## src/verilog/smc_pkg.sv

```systemverilog
// Shared constants and carriers of the stepper motion command unit
package smc_pkg;
  // ----------------------------------------------------------------
  // Command byte layout
  // ----------------------------------------------------------------
  localparam logic [1:0] CMD_CLASS_OP = 2'h1;
  localparam logic [1:0] CMD_CLASS_RD = 2'h2;
  localparam int CMD_CLASS_POS = 6;
  localparam int CMD_DIR_POS = 5;
  localparam logic [2:0] OP_RAMP = 3'h3;
  localparam logic [2:0] OP_CONST = 3'h4;
  localparam logic [2:0] OP_CONST_LIM = 3'h5;
  localparam logic [2:0] OP_FAST_LIM = 3'h6;
  localparam logic [2:0] OP_BASE = 3'h7;
  // ----------------------------------------------------------------
  // Readback selections and finish status fields
  // ----------------------------------------------------------------
  localparam logic [1:0] RD_FINISH = 2'h0;
  localparam logic [1:0] RD_INPUTS = 2'h1;
  localparam logic [1:0] RD_PHASE = 2'h2;
  localparam logic [1:0] RD_REMAIN = 2'h3;
  localparam int FIN_DCL_BIT = 3;
  localparam int FIN_STP_BIT = 4;
  localparam int FIN_MON_BIT = 5;
  localparam int FIN_CMD_BIT = 6;
  localparam logic [7:0] FIN_RESET = 8'h00;
  localparam logic [7:0] INSNAP_RESET = 8'h00;
  localparam logic [4:0] PHASE_RESET = 5'h03;
  // ----------------------------------------------------------------
  // Timing
  // ----------------------------------------------------------------
  localparam int SYS_CLK_HZ = 50_000_000;
  localparam int INT_BASE_HZ = 12_500;
  localparam int BASE_DIV_CYC = SYS_CLK_HZ / INT_BASE_HZ;
  localparam logic [11:0] BASE_DIV_LAST = 12'(BASE_DIV_CYC - 1);
  // ----------------------------------------------------------------
  // Carriers
  // ----------------------------------------------------------------
  typedef struct packed {
    logic [15:0] ramp_cnt;
    logic [7:0] cra;
    logic [7:0] ra_max;
    logic [7:0] ra_min;
    logic ext_clk_sel;
  } smc_init_t;
  typedef struct packed {
    logic ext_clk;
    logic base_point_input_n;
    logic motor_on_input;
    logic decel_limit_ccw_n;
    logic decel_limit_cw_n;
    logic stop_limit_ccw_n;
    logic stop_limit_cw_n;
  } smc_pins_t;
  typedef enum logic [2:0] {
    ST_IDLE = 3'b001,
    ST_DATA = 3'b010,
    ST_RUN = 3'b100
  } smc_state_t;
endpackage

```

## src/verilog/smc_motion.sv

```systemverilog
// Motion command decoder, pulse generator and status readback
//
// How it works
// Ramped move takes three count bytes, then ramps with init parameters.
// Count below twice ramp count gives a triangle, no plateau.
// Ramped move: decel limits slow, stop limits stop; far side ignored.
// Count field is steps minus one; all ones means 16,777,216 steps.
// Data bytes arrive least significant first and assemble that way.
// Constant move takes a rate byte then three count bytes, no ramp.
// Constant move stops on side limits; remaining count and cause kept.
// Constant-to-limit has no data, runs to same-side stop limit only.
// Fast-to-limit ramps up, decelerates over ramp count on limit.
// Deceleration in fast-to-limit continues after the limit releases.
// Base-point move ends on base input, relevant limit or stop.
// Read command only at standstill; selects one of four readbacks.
// Finish status low three bits hold the finished operation code.
// Finish bits 3 and 4 flag decel-limit and stop-limit stops.
// Finish bit 5 flags a start refused by motor-on low.
// Finish bit 6 flags an emergency or decelerating stop.
// A move ending by pulse exhaustion clears finish bits 3 to 6.
// Active-low interrupt at end unless masked; finish read clears it.
// Input snapshot holds input levels at the moment of stop.
// Phase snapshot shows current phase outputs in bits 3 to 7.
// Remaining count readable after limit or command stop, for resume.
// Remaining count reads zero after normal completion.
// Step rate is basic clock over rate value; clock source selectable.
// Host writes only when buffer flag clear and not busy.
module smc_motion
  import smc_pkg::*;
(
  input wire logic i_sys_clk,
  input wire logic i_reset,
  input wire logic i_wr,
  input wire logic [7:0] i_wr_data,
  input wire logic i_rd,
  input wire smc_init_t i_init,
  input wire smc_pins_t i_pins,
  input wire logic i_emerg_stop,
  input wire logic i_decel_stop,
  input wire logic i_int_mask,
  output logic o_input_buffer_full_flag,
  output logic o_busy,
  output logic [7:0] o_rd_data,
  output logic o_int_n,
  output logic o_step,
  output logic o_dir,
  output logic [4:0] o_phase
);
  // ----------------------------------------------------------------
  // Pin synchronisers
  // ----------------------------------------------------------------
  smc_pins_t meta_reg, sync_reg;
  genvar gi;
  generate
    for (gi = 0; gi < $bits(smc_pins_t); gi++) begin : g_sync
      // Left unreset so the pins are settled when reset releases
      always_ff @(posedge i_sys_clk) begin
        meta_reg[gi] <= i_pins[gi];
        sync_reg[gi] <= meta_reg[gi];
      end
    end
  endgenerate

  // ----------------------------------------------------------------
  // State and registers
  // ----------------------------------------------------------------
  smc_state_t state_reg;
  logic [2:0] mode_reg;
  logic dir_reg, ext_prev_reg, decel_reg, dcause_reg, ibf_reg;
  logic [1:0] idx_reg, rd_sel_reg, rd_idx_reg;
  logic [7:0] rate_reg, cur_ra_reg, tick_reg, fin_reg, insnap_reg;
  logic [23:0] data_reg;
  logic [24:0] remain_reg;
  logic [15:0] accel_reg, dleft_reg;
  logic [11:0] div_reg;

  logic wr_ok, is_rd_cmd, is_op_cmd, last_byte, start, base_tick, fire;
  logic stop_lim, dcl_lim, counted, ramped, end_now;
  logic [1:0] need_bytes;
  logic [7:0] eff_ra, fin_next;

  assign wr_ok = i_wr && !ibf_reg;
  assign is_op_cmd = i_wr_data[7:CMD_CLASS_POS] == CMD_CLASS_OP;
  assign is_rd_cmd = i_wr_data[7:CMD_CLASS_POS] == CMD_CLASS_RD;
  // Only the limits on the side of travel count
  assign stop_lim = dir_reg ? !sync_reg.stop_limit_ccw_n
                            : !sync_reg.stop_limit_cw_n;
  assign dcl_lim = dir_reg ? !sync_reg.decel_limit_ccw_n
                           : !sync_reg.decel_limit_cw_n;
  assign counted = mode_reg == OP_RAMP || mode_reg == OP_CONST;
  assign ramped = mode_reg == OP_RAMP || mode_reg == OP_FAST_LIM;

  always_comb begin
    case (i_wr_data[2:0])
      OP_RAMP: need_bytes = 2'd3;
      OP_CONST: need_bytes = 2'd0;
      default: need_bytes = 2'd0;
    endcase
  end
  // Constant move needs four bytes, held as a wrap of the 2-bit index
  assign last_byte = (mode_reg == OP_CONST) ? idx_reg == 2'd3
                                            : idx_reg == 2'd2;
  assign start = (state_reg == ST_IDLE && wr_ok && is_op_cmd &&
                  i_wr_data[2:0] >= OP_RAMP &&
                  need_bytes == 2'd0 && i_wr_data[2:0] != OP_CONST) ||
                 (state_reg == ST_DATA && wr_ok && last_byte);

  // ----------------------------------------------------------------
  // Basic clock and step timing
  // ----------------------------------------------------------------
  always_ff @(posedge i_sys_clk) begin
    if (i_reset) begin
      div_reg <= 12'h000;
      ext_prev_reg <= 1'b0;
    end else begin
      div_reg <= (div_reg == BASE_DIV_LAST) ? 12'h000 : div_reg + 12'h001;
      ext_prev_reg <= sync_reg.ext_clk;
    end
  end
  assign base_tick = i_init.ext_clk_sel ? (sync_reg.ext_clk && !ext_prev_reg)
                                        : div_reg == BASE_DIV_LAST;
  assign eff_ra = (cur_ra_reg == 8'h00) ? 8'h01 : cur_ra_reg;
  // No step on the cycle that ends the move, so the count cannot wrap
  assign fire = state_reg == ST_RUN && base_tick && !end_now &&
                tick_reg + 8'h01 >= eff_ra;
  always_ff @(posedge i_sys_clk) begin
    if (i_reset || state_reg != ST_RUN || fire) begin
      tick_reg <= 8'h00;
    end else if (base_tick) begin
      tick_reg <= tick_reg + 8'h01;
    end
  end

  // ----------------------------------------------------------------
  // End of operation and finish code
  // ----------------------------------------------------------------
  always_comb begin
    end_now = 1'b1;
    fin_next = {4'h0, 1'b0, mode_reg};
    if (state_reg != ST_RUN) begin
      end_now = 1'b0;
    end else if (i_emerg_stop || (!ramped && i_decel_stop)) begin
      fin_next[FIN_CMD_BIT] = 1'b1;
    end else if (stop_lim) begin
      fin_next[FIN_STP_BIT] = 1'b1;
    end else if (dcl_lim &&
                 (mode_reg == OP_CONST || mode_reg == OP_BASE)) begin
      fin_next[FIN_DCL_BIT] = 1'b1;
    end else if (mode_reg == OP_BASE && !sync_reg.base_point_input_n) begin
      fin_next = {5'h00, mode_reg};
    end else if (decel_reg && dleft_reg == 16'h0000) begin
      fin_next[dcause_reg ? FIN_CMD_BIT : FIN_DCL_BIT] = 1'b1;
    end else if (counted && remain_reg == 25'h0) begin
      fin_next = {5'h00, mode_reg};
    end else begin
      end_now = 1'b0;
    end
  end

  // ----------------------------------------------------------------
  // Command sequencing
  // ----------------------------------------------------------------
  always_ff @(posedge i_sys_clk) begin
    if (i_reset) begin
      state_reg <= ST_IDLE;
      mode_reg <= 3'h0;
      dir_reg <= 1'b0;
      idx_reg <= 2'h0;
      rate_reg <= 8'h00;
      data_reg <= 24'h000000;
    end else begin
      case (state_reg)
        ST_IDLE: begin
          idx_reg <= 2'h0;
          if (wr_ok && is_op_cmd && i_wr_data[2:0] >= OP_RAMP) begin
            mode_reg <= i_wr_data[2:0];
            dir_reg <= i_wr_data[CMD_DIR_POS];
            if (i_wr_data[2:0] == OP_RAMP || i_wr_data[2:0] == OP_CONST) begin
              state_reg <= ST_DATA;
            end else if (sync_reg.motor_on_input) begin
              state_reg <= ST_RUN;
            end
          end
        end
        ST_DATA: begin
          if (wr_ok) begin
            idx_reg <= idx_reg + 2'h1;
            if (mode_reg == OP_CONST && idx_reg == 2'h0) begin
              rate_reg <= i_wr_data;
            end else begin
              case (mode_reg == OP_CONST ? idx_reg - 2'h1 : idx_reg)
                2'h0: data_reg[7:0] <= i_wr_data;
                2'h1: data_reg[15:8] <= i_wr_data;
                default: data_reg[23:16] <= i_wr_data;
              endcase
            end
            if (last_byte) begin
              state_reg <= sync_reg.motor_on_input ? ST_RUN : ST_IDLE;
            end
          end
        end
        ST_RUN: begin
          if (end_now) begin
            state_reg <= ST_IDLE;
          end
        end
        default: state_reg <= ST_IDLE;
      endcase
    end
  end

  // ----------------------------------------------------------------
  // Pulse count, ramp and phase stepping
  // ----------------------------------------------------------------
  logic [2:0] start_op;
  logic start_ramped;
  assign start_op = (state_reg == ST_IDLE) ? i_wr_data[2:0] : mode_reg;
  assign start_ramped = start_op == OP_RAMP || start_op == OP_FAST_LIM;
  always_ff @(posedge i_sys_clk) begin
    if (i_reset) begin
      remain_reg <= 25'h0;
      cur_ra_reg <= 8'h00;
      accel_reg <= 16'h0000;
      dleft_reg <= 16'h0000;
      decel_reg <= 1'b0;
      dcause_reg <= 1'b0;
      o_phase <= PHASE_RESET;
    end else if (state_reg != ST_RUN) begin
      accel_reg <= 16'h0000;
      decel_reg <= 1'b0;
      dcause_reg <= 1'b0;
      if (start) begin
        if (state_reg == ST_DATA) begin
          // The last data byte is the top byte of the count
          remain_reg <= {1'b0, i_wr_data, data_reg[15:0]} + 25'h1;
        end
        // From idle the mode register only loads on this edge
        cur_ra_reg <= start_ramped ? i_init.ra_max
                    : (start_op == OP_CONST ? rate_reg : i_init.cra);
      end
    end else begin
      // Sticky: the limit releasing does not abort deceleration
      if (ramped && !decel_reg && (dcl_lim || i_decel_stop)) begin
        decel_reg <= 1'b1;
        dcause_reg <= !dcl_lim;
        dleft_reg <= (mode_reg == OP_FAST_LIM) ? i_init.ramp_cnt
                                               : accel_reg;
      end
      if (fire) begin
        o_phase <= {1'b0, dir_reg ? {o_phase[0], o_phase[3:1]}
                                  : {o_phase[2:0], o_phase[3]}};
        if (counted) begin
          remain_reg <= remain_reg - 25'h1;
        end
        if (ramped) begin
          if (decel_reg || (counted && remain_reg[15:0] <= accel_reg &&
                            remain_reg[24:16] == 9'h0)) begin
            // Triangle falls out: decel starts once the rest fits
            if (cur_ra_reg < i_init.ra_max) begin
              cur_ra_reg <= cur_ra_reg + 8'h01;
            end
            if (decel_reg && dleft_reg != 16'h0000) begin
              dleft_reg <= dleft_reg - 16'h0001;
            end
          end else if (cur_ra_reg > i_init.ra_min &&
                       accel_reg < i_init.ramp_cnt) begin
            cur_ra_reg <= cur_ra_reg - 8'h01;
            accel_reg <= accel_reg + 16'h0001;
          end
        end
      end
      if (end_now && !counted) begin
        remain_reg <= 25'h0;
      end
    end
  end

  // ----------------------------------------------------------------
  // Finish status, snapshots and interrupt
  // ----------------------------------------------------------------
  logic fin_evt, mon_fail, fin_read;
  assign mon_fail = (state_reg == ST_IDLE && wr_ok && is_op_cmd &&
                     i_wr_data[2:0] >= OP_FAST_LIM - 3'h1 &&
                     i_wr_data[2:0] != OP_CONST &&
                     !sync_reg.motor_on_input) ||
                    (state_reg == ST_DATA && wr_ok && last_byte &&
                     !sync_reg.motor_on_input);
  assign fin_evt = end_now || mon_fail;
  assign fin_read = i_rd && rd_sel_reg == RD_FINISH;
  always_ff @(posedge i_sys_clk) begin
    if (i_reset) begin
      fin_reg <= FIN_RESET;
      insnap_reg <= INSNAP_RESET;
      o_int_n <= 1'b1;
    end else begin
      if (end_now) begin
        fin_reg <= fin_next;
        insnap_reg <= {2'b00, sync_reg[5:0]};
      end else if (mon_fail) begin
        fin_reg <= {2'b00, 1'b1, 2'b00,
                    state_reg == ST_DATA ? mode_reg : i_wr_data[2:0]};
      end
      // A new finish beats a simultaneous status read
      if (fin_evt && !i_int_mask) begin
        o_int_n <= 1'b0;
      end else if (fin_read) begin
        o_int_n <= 1'b1;
      end
    end
  end

  // ----------------------------------------------------------------
  // Read register command and readback
  // ----------------------------------------------------------------
  always_ff @(posedge i_sys_clk) begin
    if (i_reset) begin
      rd_sel_reg <= RD_FINISH;
      rd_idx_reg <= 2'h0;
      o_rd_data <= 8'h00;
      ibf_reg <= 1'b0;
    end else begin
      ibf_reg <= i_wr && !ibf_reg;
      if (state_reg == ST_IDLE && wr_ok && is_rd_cmd) begin
        rd_sel_reg <= i_wr_data[1:0];
        rd_idx_reg <= 2'h0;
      end else if (i_rd && rd_idx_reg != 2'h3) begin
        rd_idx_reg <= rd_idx_reg + 2'h1;
      end
      case (rd_sel_reg)
        RD_FINISH: o_rd_data <= fin_reg;
        RD_INPUTS: o_rd_data <= insnap_reg;
        RD_PHASE: o_rd_data <= {o_phase, 3'b000};
        default: o_rd_data <= (rd_idx_reg == 2'h0) ? remain_reg[7:0]
                            : (rd_idx_reg == 2'h1) ? remain_reg[15:8]
                            : remain_reg[23:16];
      endcase
    end
  end

  assign o_input_buffer_full_flag = ibf_reg;
  assign o_busy = state_reg == ST_RUN;
  assign o_step = fire;
  assign o_dir = dir_reg;

  // ----------------------------------------------------------------
  // Assertions
  // ----------------------------------------------------------------
  property p_int_on_fin;
    @(posedge i_sys_clk) disable iff (i_reset)
      fin_evt && !i_int_mask |=> !o_int_n;
  endproperty
  a_int_on_fin: assert property (p_int_on_fin)
    else $error("interrupt missing at finish");
  property p_int_clear;
    @(posedge i_sys_clk) disable iff (i_reset)
      fin_read && !fin_evt ##1 !fin_evt |=> o_int_n;
  endproperty
  a_int_clear: assert property (p_int_clear)
    else $error("interrupt not released by status read");
  property p_stop_lim;
    @(posedge i_sys_clk) disable iff (i_reset)
      state_reg == ST_RUN && stop_lim && !i_emerg_stop && !i_decel_stop
      |=> state_reg == ST_IDLE && fin_reg[FIN_STP_BIT];
  endproperty
  a_stop_lim: assert property (p_stop_lim)
    else $error("stop limit did not stop the move");
  property p_cnt_end;
    @(posedge i_sys_clk) disable iff (i_reset)
      end_now && fin_next[6:3] == 4'h0 && counted
      |=> fin_reg[6:3] == 4'h0 ##1 o_rd_data == 8'h00 || rd_sel_reg != 2'h3;
  endproperty
  a_cnt_end: assert property (p_cnt_end)
    else $error("normal end left cause bits or count");
  property p_mon;
    @(posedge i_sys_clk) disable iff (i_reset)
      mon_fail && !end_now |=> fin_reg[FIN_MON_BIT] && state_reg == ST_IDLE;
  endproperty
  a_mon: assert property (p_mon)
    else $error("motor-on refusal not flagged");
  property p_rd_idle;
    @(posedge i_sys_clk) disable iff (i_reset)
      state_reg == ST_RUN |=> $stable(rd_sel_reg);
  endproperty
  a_rd_idle: assert property (p_rd_idle)
    else $error("read command taken while moving");
  property p_limit_hold;
    @(posedge i_sys_clk) disable iff (i_reset)
      state_reg == ST_RUN && mode_reg == OP_CONST_LIM && !stop_lim &&
      !i_emerg_stop && !i_decel_stop |=> state_reg == ST_RUN;
  endproperty
  a_limit_hold: assert property (p_limit_hold)
    else $error("constant-to-limit ended without its limit");
  property p_decel_sticky;
    @(posedge i_sys_clk) disable iff (i_reset)
      state_reg == ST_RUN && decel_reg |=> decel_reg || state_reg == ST_IDLE;
  endproperty
  a_decel_sticky: assert property (p_decel_sticky)
    else $error("deceleration abandoned");
endmodule

```

## config.mk

```make
export PLATFORM = sky130hd
export DESIGN_NAME = smc_motion
export DESIGN_NICKNAME = d
export VERILOG_FILES = /design/src/verilog/smc_pkg.sv /design/src/verilog/smc_motion.sv
export SDC_FILE = /design/constraint.sdc
export NUM_CORES = 1
export LEC_CHECK = 0
export ABC_AREA = 0
export BUFFER_PORTS_ARGS = -buffer_cell sky130_fd_sc_hd__buf_2
export CORE_MARGIN = 1
export CORE_UTILIZATION = 50
export DETAILED_ROUTE_END_ITERATION = 16
export GPL_TIMING_DRIVEN = 0
export PLACE_DENSITY = 0.68
export SETUP_SLACK_MARGIN = 0.05
export SYNTH_ARGS = -nofsm -noshare
export SYNTH_HDL_FRONTEND = slang
export SYNTH_SLANG_ARGS = --single-unit
```

## constraint.sdc

```tcl
create_clock -name i_sys_clk -period 11.6 [get_ports i_sys_clk]
set_input_delay 2.32 -clock i_sys_clk [delete_from_list [all_inputs] [get_ports i_sys_clk]]
set_output_delay 2.32 -clock i_sys_clk [all_outputs]
set_load 0.05 [all_outputs]
```

==> results by group, run 1 <==
Die
  – Core Region: 20500 um^2
  – Die W: 147 um
  – Starting Density: 51.6%
  – Die Footprint: 21700 um^2
  – IO Count: 81
  – Die Ht: 147 um
  – Site Rows: 52

Global route
  – Congestion Overflow GR: 0
  – Vias in the first global route: 9092
  – First-pass GRT wire length: 50500 um
  – Pin count of the biggest net entering global routing: 21
  – GRT Total Usage: 29.8%
  – Antenna violations before repair: 0

Timing
  – Fin. Hold Viols: 0
  – Max Fclk: 147 MHz
  – # setup viols final: 0
  – RSZ-0062 raised after global routing: no
  – Max-slew headroom: 16.7%
  – Setup ws final: 4780 ps
  – Slew @ Worst Pin: 1210 ps
  – Fin crit share: 58.8%
  – Layout Skew: 13.6 ps
  – Final Max Tran Viols: 0
  – Fin crit period: 6820 ps
  – Hold slack final: 331 ps
  – Setup_tns: 0 ps

Yosys
  – Ys flop type: dfxtp_1
  – Post-Syn Instances: 1354
  – Seq/Total Area, Yosys: 31.4%
  – Yosys reg bits: 166
  – Post-synth EDFFs: 0
  – Syn Nets: 1490
  – Synth Area per Inst: 7.81 um^2
  – Unique masters post-synth: 75
  – Yosys warnings: 0
  – Post-synthesis async set-or-reset flop share: 0%
  – Post-Syn Area: 10600 um^2

Placed design
  – DP HPWL: 24300 um
  – Cell count after placement: 1699
  – Final Wtd Congestion: 0.949
  – DP Worst Slack: 4890 ps
  – IO buf count: 75

Setup path
  – Crit path capture type: output port
  – CP max stage cell: nor3_1
  – Crit-path max FO: 6
  – CP arrival: 4500 ps
  – CP Data Required Time: 9280 ps
  – CP startpoint kind: input port
  – Crit-path cells: buf_2 > a21o_1 > nor3_1 > nand3_1 > inv_1 > buf_2
  – CP max stage delay: 760 ps
  – Crit path top cell by count: buf_2
  – Setup CP Type: input port to output port

Cells and area
  – Largest register FFs: 25
  – Final #Nets: 1584
  – Post-route insts no fill: 1731
  – Syn-to-layout area delta: 12.6%
  – Final core occ: 58.1%
  – Commonest cells after routing, fill and taps aside: 198 x nor2_1, 166 x dfxtp_1, 112 x nand2_1
  – Antenna diodes: 0
  – Most common cell after layout, fill and taps aside: nor2_1
  – Layout cell share with drive strength beyond 1: 9.86%

Routing
  – Vias: 10200
  – DRT antenna net count: 0
  – DRC: 0
  – Vias per inst: 5.91
  – Total Wirelength: 32100 um
  – Initial DRC Count: 1022
  – Pre-Repair DR Iteration Count: 6
  – WL/cell: 18.5 um

Power and ir drop
  – Sw Share: 32.3%
  – Cell Int Power: 963 uW
  – Seq pwr share: 42.0%
  – Leakage: 4.87 nW
  – Maximum vdd drop: 98.7 uV
  – PD cells: 120 nW/um^2
  – Net switching power: 460 uW
  – Clock Power Share: 41.3%
  – Combinational Power Share: 16.6%

CTS
  – CTS Buf Count: 17
  – Clock Latency Late Sink: 450 ps
  – Worst-path clk slew: 80 ps
  – CTS Sinks: 166
  – Hold_buf cts: 0
  – Root Driver: clkbuf_16
  – # Post-CTS Setup Buffers: 0
  – Post_cts resized: 0
  – CTS tree: built
  – # H-tree levels: 4
  – Clk buf depth: 2

Outcome
  – Outcome: finished clean

Job
  – Max cap viols: 0

Worst hold path
  – Worst Hold Class: register to register
layer usage:
metal  vias up  track usage (%)  wire length (um)
li1       5026                -                 -
met5         -                0                 0
met1      4769             41.7             15000
met2       387             47.7             14400
met4         0             7.68               664
met3        47             4.57              1970
worst max-delay path: cells and delay by family:
kind | cells | cell delay, ps
AOI/OAI and AO/OA | 1 | 220
and+or+nand+nor | 2 | 1270
buffers and inverters | 3 | 680
path summary, 6_finish.rpt:
kind | startpoint | to | slack, ps | depth (start not counted)
setup reg to reg | accel_reg[9] | cur_ra_reg[6] | 7150 | 17
hold reg to reg | meta_reg[1] | sync_reg[1] | 330 | 0
setup / recovery | i_decel_stop | o_step | 4780 | 6
hold / removal | meta_reg[1] | sync_reg[1] | 330 | 0
cells by family (layout without fill, tap and decap cells):
logic type | count (synthesis) | count (layout) | share of synthesized area, %
mux | 65 | 65 | 6.56
flops | 166 | 166 | 31.4
other cells | 1 | 1 | 0.0355
fa+ha+maj | 73 | 73 | 8.71
simple gates | 516 | 516 | 23.3
xor+xnor | 63 | 63 | 5.22
buf+inv | 141 | 248 | 5.41
compound gates | 329 | 329 | 19.3
power groups by stage:
stage	clock network, mW	registers, mW	logic [mW]
floorplan	0	0.613	0.160
global placement	0	0.611	0.229
detailed placement	0	0.612	0.231
CTS	0.592	0.598	0.232
global route	0.616	0.600	0.259
finish	0.588	0.598	0.236
through the flow:
stage	total power [mW]	area, um^2
final	1.42	11900
after global routing	1.48	11900
after CTS	1.42	11900
after detailed placement	0.843	11300
after global placement	0.840	11300
after floorplan	0.773	10600
area by class of cell:
cell class,count,area (um^2)
clock buffer,17,425
clock inverter,15,198
inverter,74,278
buffer,67,294
tap,270,338
timing repair buffer,75,375
sequential,166,3320
fill,1932,8590
multi-input combinational,1047,6670
synth_stat cells, types with 4 or more instances:
cell / n / area (um^2)
inv_1: 74 / 278
nor3_1: 38 / 190
a21oi_1: 110 / 551
or4_1: 5 / 37.5
ha_1: 72 / 901
a22oi_1: 6 / 45.0
o22ai_1: 10 / 62.6
nand2b_1: 9 / 56.3
xnor2_1: 34 / 298
nor3b_1: 5 / 37.5
dfxtp_1: 166 / 3320
mux2i_1: 58 / 581
nor2_1: 198 / 743
or3_1: 8 / 50.1
nor4_1: 26 / 163
nand2_1: 112 / 420
nor2b_1: 10 / 62.6
xor2_1: 29 / 254
buf_2: 7 / 35.0
a21o_1: 15 / 113
nand4_1: 24 / 150
o31ai_1: 5 / 37.5
and4_1: 4 / 35.0
a211oi_1: 17 / 128
o21ai_0: 90 / 450
nand3_1: 40 / 200
o211a_1: 4 / 40.0
a32o_1: 4 / 40.0
o211ai_1: 26 / 195
o21ai_1: 4 / 20.0
mux2_2: 4 / 45.0
clkbuf_1: 52 / 195
o32ai_1: 11 / 96.3
and2_1: 6 / 37.5
and3_1: 8 / 50.1
(Power assumes the default switching activity.)
==> inputs of run 2 (changes only) <==
Settings changed: PLACE_DENSITY 0.68 to 0.71.
Clock period 11.6 ns to 6.1 ns, I/O delays scaled along.
==> run 2 against run 1 <==
  * Power is 91% higher
  * Register-to-register slack worse by 5600 ps
  * Sequential power up 91%
  * Die area stayed put
  * Critical path depth up 11
  * Hold slack lost 3.1 ps
  * Clock-buffer cell count grew 2
  * Critical path type is now register to register
  * Largest power group unchanged
  * Highest routed layer is now met5
==> results by group, run 2 (same netlist as run 1, synthesis figures left out) <==
Outcome
  – Outcome: finished clean

Cells and area
  – Final #Nets: 1584
  – Most common cell after layout, fill and taps aside: nor2_1
  – Fillers: 1935
  – Commonest cells after routing, fill and taps aside: 198 x nor2_1, 166 x dfxtp_1, 112 x nand2_1
  – Design Area, Final: 11900 um^2
  – Largest register FFs: 25
  – Antenna diodes: 0
  – Storage element area: 3320 um^2
  – Multi-input gate area: 6670 um^2
  – Post-route insts no fill: 1731
  – Layout cell share with drive strength beyond 1: 9.79%
  – Syn-to-layout area delta: 12.4%

Setup path
  – R2R Path Start: accel_reg[9]
  – WP depth: 17
  – CP Data Required Time: 6460 ps
  – CP arrival: 4930 ps
  – Cells on worst reg2reg path: 17
  – WP buf/inv: 2
  – Crit path capture type: register
  – CP max stage delay: 670 ps
  – CP Launch Point: accel_reg[9]
  – CP max stage cell: o31ai_1
  – Crit-path cells: clkbuf_1 > inv_1 > ha_1 > nand4_1 > nor2_1 > a221o_1 > o31ai_1 > nand2_1 > ha_1 > nor2b_1 > o21ai_0 > nand2b_1 > a21o_1 > a21oi_1 > xnor2_1 > o21ai_0 > a211oi_2
  – Crit-path max FO: 8
  – Top delay family on crit path: compound AO/OA/AOI/OAI gates
  – CP startpoint kind: register
  – Setup CP Type: register to register

Placed design
  – Post-DP Area: 11300 um^2
  – DP HPWL: 24100 um
  – Final Wtd Congestion: 0.951
  – Cell count after placement: 1699
  – IO buf count: 75

Routing
  – Pre-Repair DR Iteration Count: 8
  – DRT antenna net count: 0
  – DRC: 0
  – Vias: 10400
  – Vias per inst: 6.00
  – Initial DRC Count: 886
  – WL/cell: 18.6 um
  – Total Wirelength: 32100 um

Power and ir drop
  – Sw Share: 30.2%
  – Seq pwr share: 41.9%
  – Combinational Power Share: 16.6%
  – Clock Power Share: 41.4%
  – Maximum vdd drop: 157 uV
  – Cell Int Power: 1.90 mW
  – Leakage: 4.86 nW
  – Net switching power: 822 uW
  – PD cells: 229 nW/um^2

Timing
  – Fin crit share: 75.0%
  – Layout Skew: 13.4 ps
  – Max Fclk: 218 MHz
  – # setup viols final: 0
  – Final Max Tran Viols: 0
  – Fin. Hold Viols: 0
  – Max-slew headroom: 16.9%
  – Slew @ Worst Pin: 1210 ps
  – RSZ-0062 raised after global routing: no
  – Fin crit period: 4580 ps
  – Setup_tns: 0 ps

Worst hold path
  – Hold path depth: 0
  – Worst Hold Class: register to register
  – Hold Path Origin: meta_reg[5]

Global route
  – Vias in the first global route: 9435
  – Congestion Overflow GR: 0
  – First-pass GRT wire length: 50500 um
  – Pin count of the biggest net entering global routing: 17
  – Antenna violations before repair: 1
  – GRT Total Usage: 29.7%

Die
  – IO Count: 81
  – Core Region: 20500 um^2
  – Die Footprint: 21700 um^2
  – Site Rows: 52
  – Starting Density: 51.6%
  – Die W: 147 um
  – Die Ht: 147 um

CTS
  – Root Driver: clkbuf_16
  – CTS Sinks: 166
  – Post_cts resized: 0
  – CTS tree: built
  – CTS Buf Count: 17
  – # H-tree levels: 4
  – Hold_buf cts: 0
  – Worst-path clk slew: 70 ps
  – # Post-CTS Setup Buffers: 0
  – Clk buf depth: 2
  – Clock Latency Late Sink: 440 ps

Job
  – Max cap viols: 0
[run 2: changes by cell type in the layout (fill, tap and decap cells not counted), sizes merged]
cell / delta
bufinv: +2
clkbuf: +2
clkinv: -6
clkinvlp: +2
[run 2: worst paths after layout]
| kind | to | slack [ps] |
|---|---|---|
| worst min register to register | sync_reg[5] | 330 |
| worst max-delay path | cur_ra_reg[6] | 1520 |
| worst min-delay path | sync_reg[5] | 330 |
| worst max register to register | cur_ra_reg[6] | 1520 |
[run 2: metal layers]
metal  vias to the layer above  wire length [um]  track usage, %
li1                       5020                 -               -
met1                      4795             14000            40.5
met2                       474             14200            45.8
met3                        87              2590            5.31
met4                         2              1330            13.6
met5                         -                12               0
[run 2: area by class of cell]
type                    instances  area share, %
clock inverters                13           1.33
plain buffers                  67           2.47
flip-flops and latches        166           28.0
repair buffers                 75           3.16
inverters                      74           2.34
clock buffers                  19           3.73
multi-input cells            1047           56.2
well taps                     270           2.84
[run 2: stage by stage]
stage / setup WS [ps] / hold WS, ps / total power [mW] / utilization, %
after floorplan: 2390 / 310 / 1.47 / -
after global placement: 1750 / 310 / 1.60 / 55.0
after detailed placement: 1630 / 313 / 1.60 / 55.0
after CTS: 1560 / 330 / 2.71 / 58.0
after global routing: 1250 / 338 / 2.81 / 58.0
final: 1520 / 328 / 2.72 / 58.0
[run 2: power groups by stage]
| stage | combinational [mW] | sequential [mW] | clock [mW] |
|---|---|---|---|
| after global routing | 0.494 | 1.14 | 1.18 |
| final | 0.452 | 1.14 | 1.13 |
| after floorplan | 0.304 | 1.17 | 0 |
| after detailed placement | 0.441 | 1.16 | 0 |
| after global placement | 0.435 | 1.16 | 0 |
| after CTS | 0.444 | 1.14 | 1.13 |
==> inputs of run 3 (changes only) <==
Settings changed: PLACE_DENSITY 0.71 to 0.68.
Clock period 6.1 ns to 4.58 ns, I/O delays scaled along.
==> run 3 against run 2 <==
  * Via count is 0.89% lower
  * Final area rose by 0.28%
  * Sequential power up 33%
  * Clock-buffer cell count shrank 2
  * Core utilization up 0.16 points
  * Critical path depth shrank 7
  * Combinational power grew 33%
  * Critical path type is now register to output port
  * Critical endpoint is now o_step
  * Highest routed layer is now met4
==> results by group, run 3 (same netlist as run 1, synthesis figures left out) <==
Die
  – Die Ht: 147 um
  – Die W: 147 um
  – Site Rows: 52
  – IO Count: 81
  – Starting Density: 51.6%
  – Core Region: 20500 um^2
  – Die Footprint: 21700 um^2

Global route
  – Congestion Overflow GR: 0
  – GRT Total Usage: 29.8%
  – Antenna violations before repair: 0
  – Pin count of the biggest net entering global routing: 21
  – First-pass GRT wire length: 50500 um
  – Vias in the first global route: 9092

Placed design
  – DP HPWL: 24300 um
  – Final Wtd Congestion: 0.949
  – IO buf count: 75

Routing
  – DRT antenna net count: 0
  – Total Wirelength: 32100 um
  – DRC: 0
  – Initial DRC Count: 886
  – Pre-Repair DR Iteration Count: 6
  – Vias: 10300
  – Vias per inst: 5.94
  – WL/cell: 18.5 um

Power and ir drop
  – Pwr Total: 3.60 mW
  – Maximum vdd drop: 251 uV
  – Leakage: 4.87 nW
  – PD cells: 302 nW/um^2

Worst hold path
  – Worst Hold Class: register to register
  – Hold Path End: sync_reg[1]
  – Hold Path Origin: meta_reg[1]
  – Hold path depth: 0

CTS
  – CTS Buf Count: 17
  – Clk buf depth: 2
  – Post_cts resized: 0
  – # Post-CTS Setup Buffers: 0
  – CTS tree: built
  – Worst-path clk slew: 80 ps
  – Hold_buf cts: 0
  – # H-tree levels: 4
  – Root Driver: clkbuf_16
  – CTS Sinks: 166
  – Clock Latency Late Sink: 450 ps

Cells and area
  – Commonest cells after routing, fill and taps aside: 198 x nor2_1, 166 x dfxtp_1, 112 x nand2_1
  – Antenna diodes: 0
  – Storage element area: 3320 um^2
  – Final #Nets: 1584
  – Most common cell after layout, fill and taps aside: nor2_1
  – Largest register FFs: 25
  – Syn-to-layout area delta: 12.7%
  – Layout cell share with drive strength beyond 1: 10.1%
  – Fillers: 1929
  – Multi-input gate area: 6680 um^2

Setup path
  – Cells on worst reg2reg path: 17
  – CP startpoint kind: register
  – CP arrival: 3360 ps
  – Worst r2r dst: cur_ra_reg[6]
  – R2R Path Start: accel_reg[9]
  – Crit path capture type: output port
  – CP Data Required Time: 3660 ps
  – Register-to-Register Setup Slack: 370 ps
  – Crit-path max FO: 6
  – Setup CP Type: register to output port

Timing
  – Setup_tns: 0 ps
  – Layout Skew: 13.0 ps
  – Final Max Tran Viols: 0
  – Slew @ Worst Pin: 1220 ps
  – RSZ-0062 raised after global routing: no
  – Fin. Hold Viols: 0
  – Fin crit period: 4280 ps
  – # setup viols final: 0
  – Max-slew headroom: 16.2%
  – Max Fclk: 234 MHz
  – Fin crit share: 93.4%

Outcome
  – Outcome: finished clean

Job
  – Max cap viols: 0
==> run 3: cell count changes in the layout (fill, tap and decap cells not counted) <==
cell,previous run,this run
bufinv_16,2,0
clkbuf_1,53,51
clkbuf_2,0,1
clkbuf_8,1,0
clkinv_8,0,6
clkinvlp_4,3,1
inv_12,0,2
inv_6,4,1
inv_8,2,3
nor3_1,38,37
nor3_2,1,2
o31ai_1,5,4
o31ai_2,0,1
==> run 3: layer usage <==
metal / vias to the layer above / global-route usage, % / wire [um]
met5: - / 0 / 0
met4: 0 / 7.68 / 665
met3: 48 / 4.57 / 1870
met2: 379 / 47.7 / 14500
met1: 4830 / 41.7 / 15100
li1: 5029 / - / -
==> run 3: worst max-delay path by stage <==
stage	slack [ps]	start	end
global placement	250	accel_reg[9]	cur_ra_reg[6]
detailed placement	270	accel_reg[9]	cur_ra_reg[6]
floorplan	910	accel_reg[13]	cur_ra_reg[6]
global route	50	mode_reg[2]	cur_ra_reg[6]
finish	300	tick_reg[0]	o_step
CTS	160	div_reg[0]	o_step
==> run 3: cell type report <==
cell class / instances / share of cell area (%)
Multi-Input combinational cell: 1047 / 56.1
Sequential cell: 166 / 27.9
Clock buffer: 17 / 3.57
Timing Repair Buffer: 75 / 3.15
Tap cell: 270 / 2.83
Buffer: 67 / 2.48
Inverter: 74 / 2.33
Clock inverter: 15 / 1.66
==> run 3: power breakdown <==
part | internal [mW] | switching (mW) | total, mW
Combinational | 0.206 | 0.395 | 0.601
Clock | 0.749 | 0.739 | 1.49
Sequential | 1.48 | 0.0316 | 1.52
Total | 2.44 | 1.17 | 3.60
==> run 3: metrics by stage <==
stage / hold slack (ps) / cells / setup WS, ps / instance area, um^2 / utilization, %
floorplan: 310 / 1354 / 909 / 10600 / -
global placement: 311 / 1699 / 250 / 11300 / 55.0
detailed placement: 313 / 1699 / 271 / 11300 / 55.0
CTS: 333 / 1731 / 163 / 11900 / 58.1
global route: 339 / 1731 / 50.9 / 11900 / 58.1
finish: 331 / 1731 / 300 / 11900 / 58.1
==> run 3: critical path: stages (launching register included) <==
cell	delay (ps)
dfxtp_1	420
ha_1	230
nand3_1	160
nor2_1	210
xor2_1	100
ha_1	300
nand2_1	60
o21ai_0	440
nand3_1	430
inv_1	260
buf_2	300
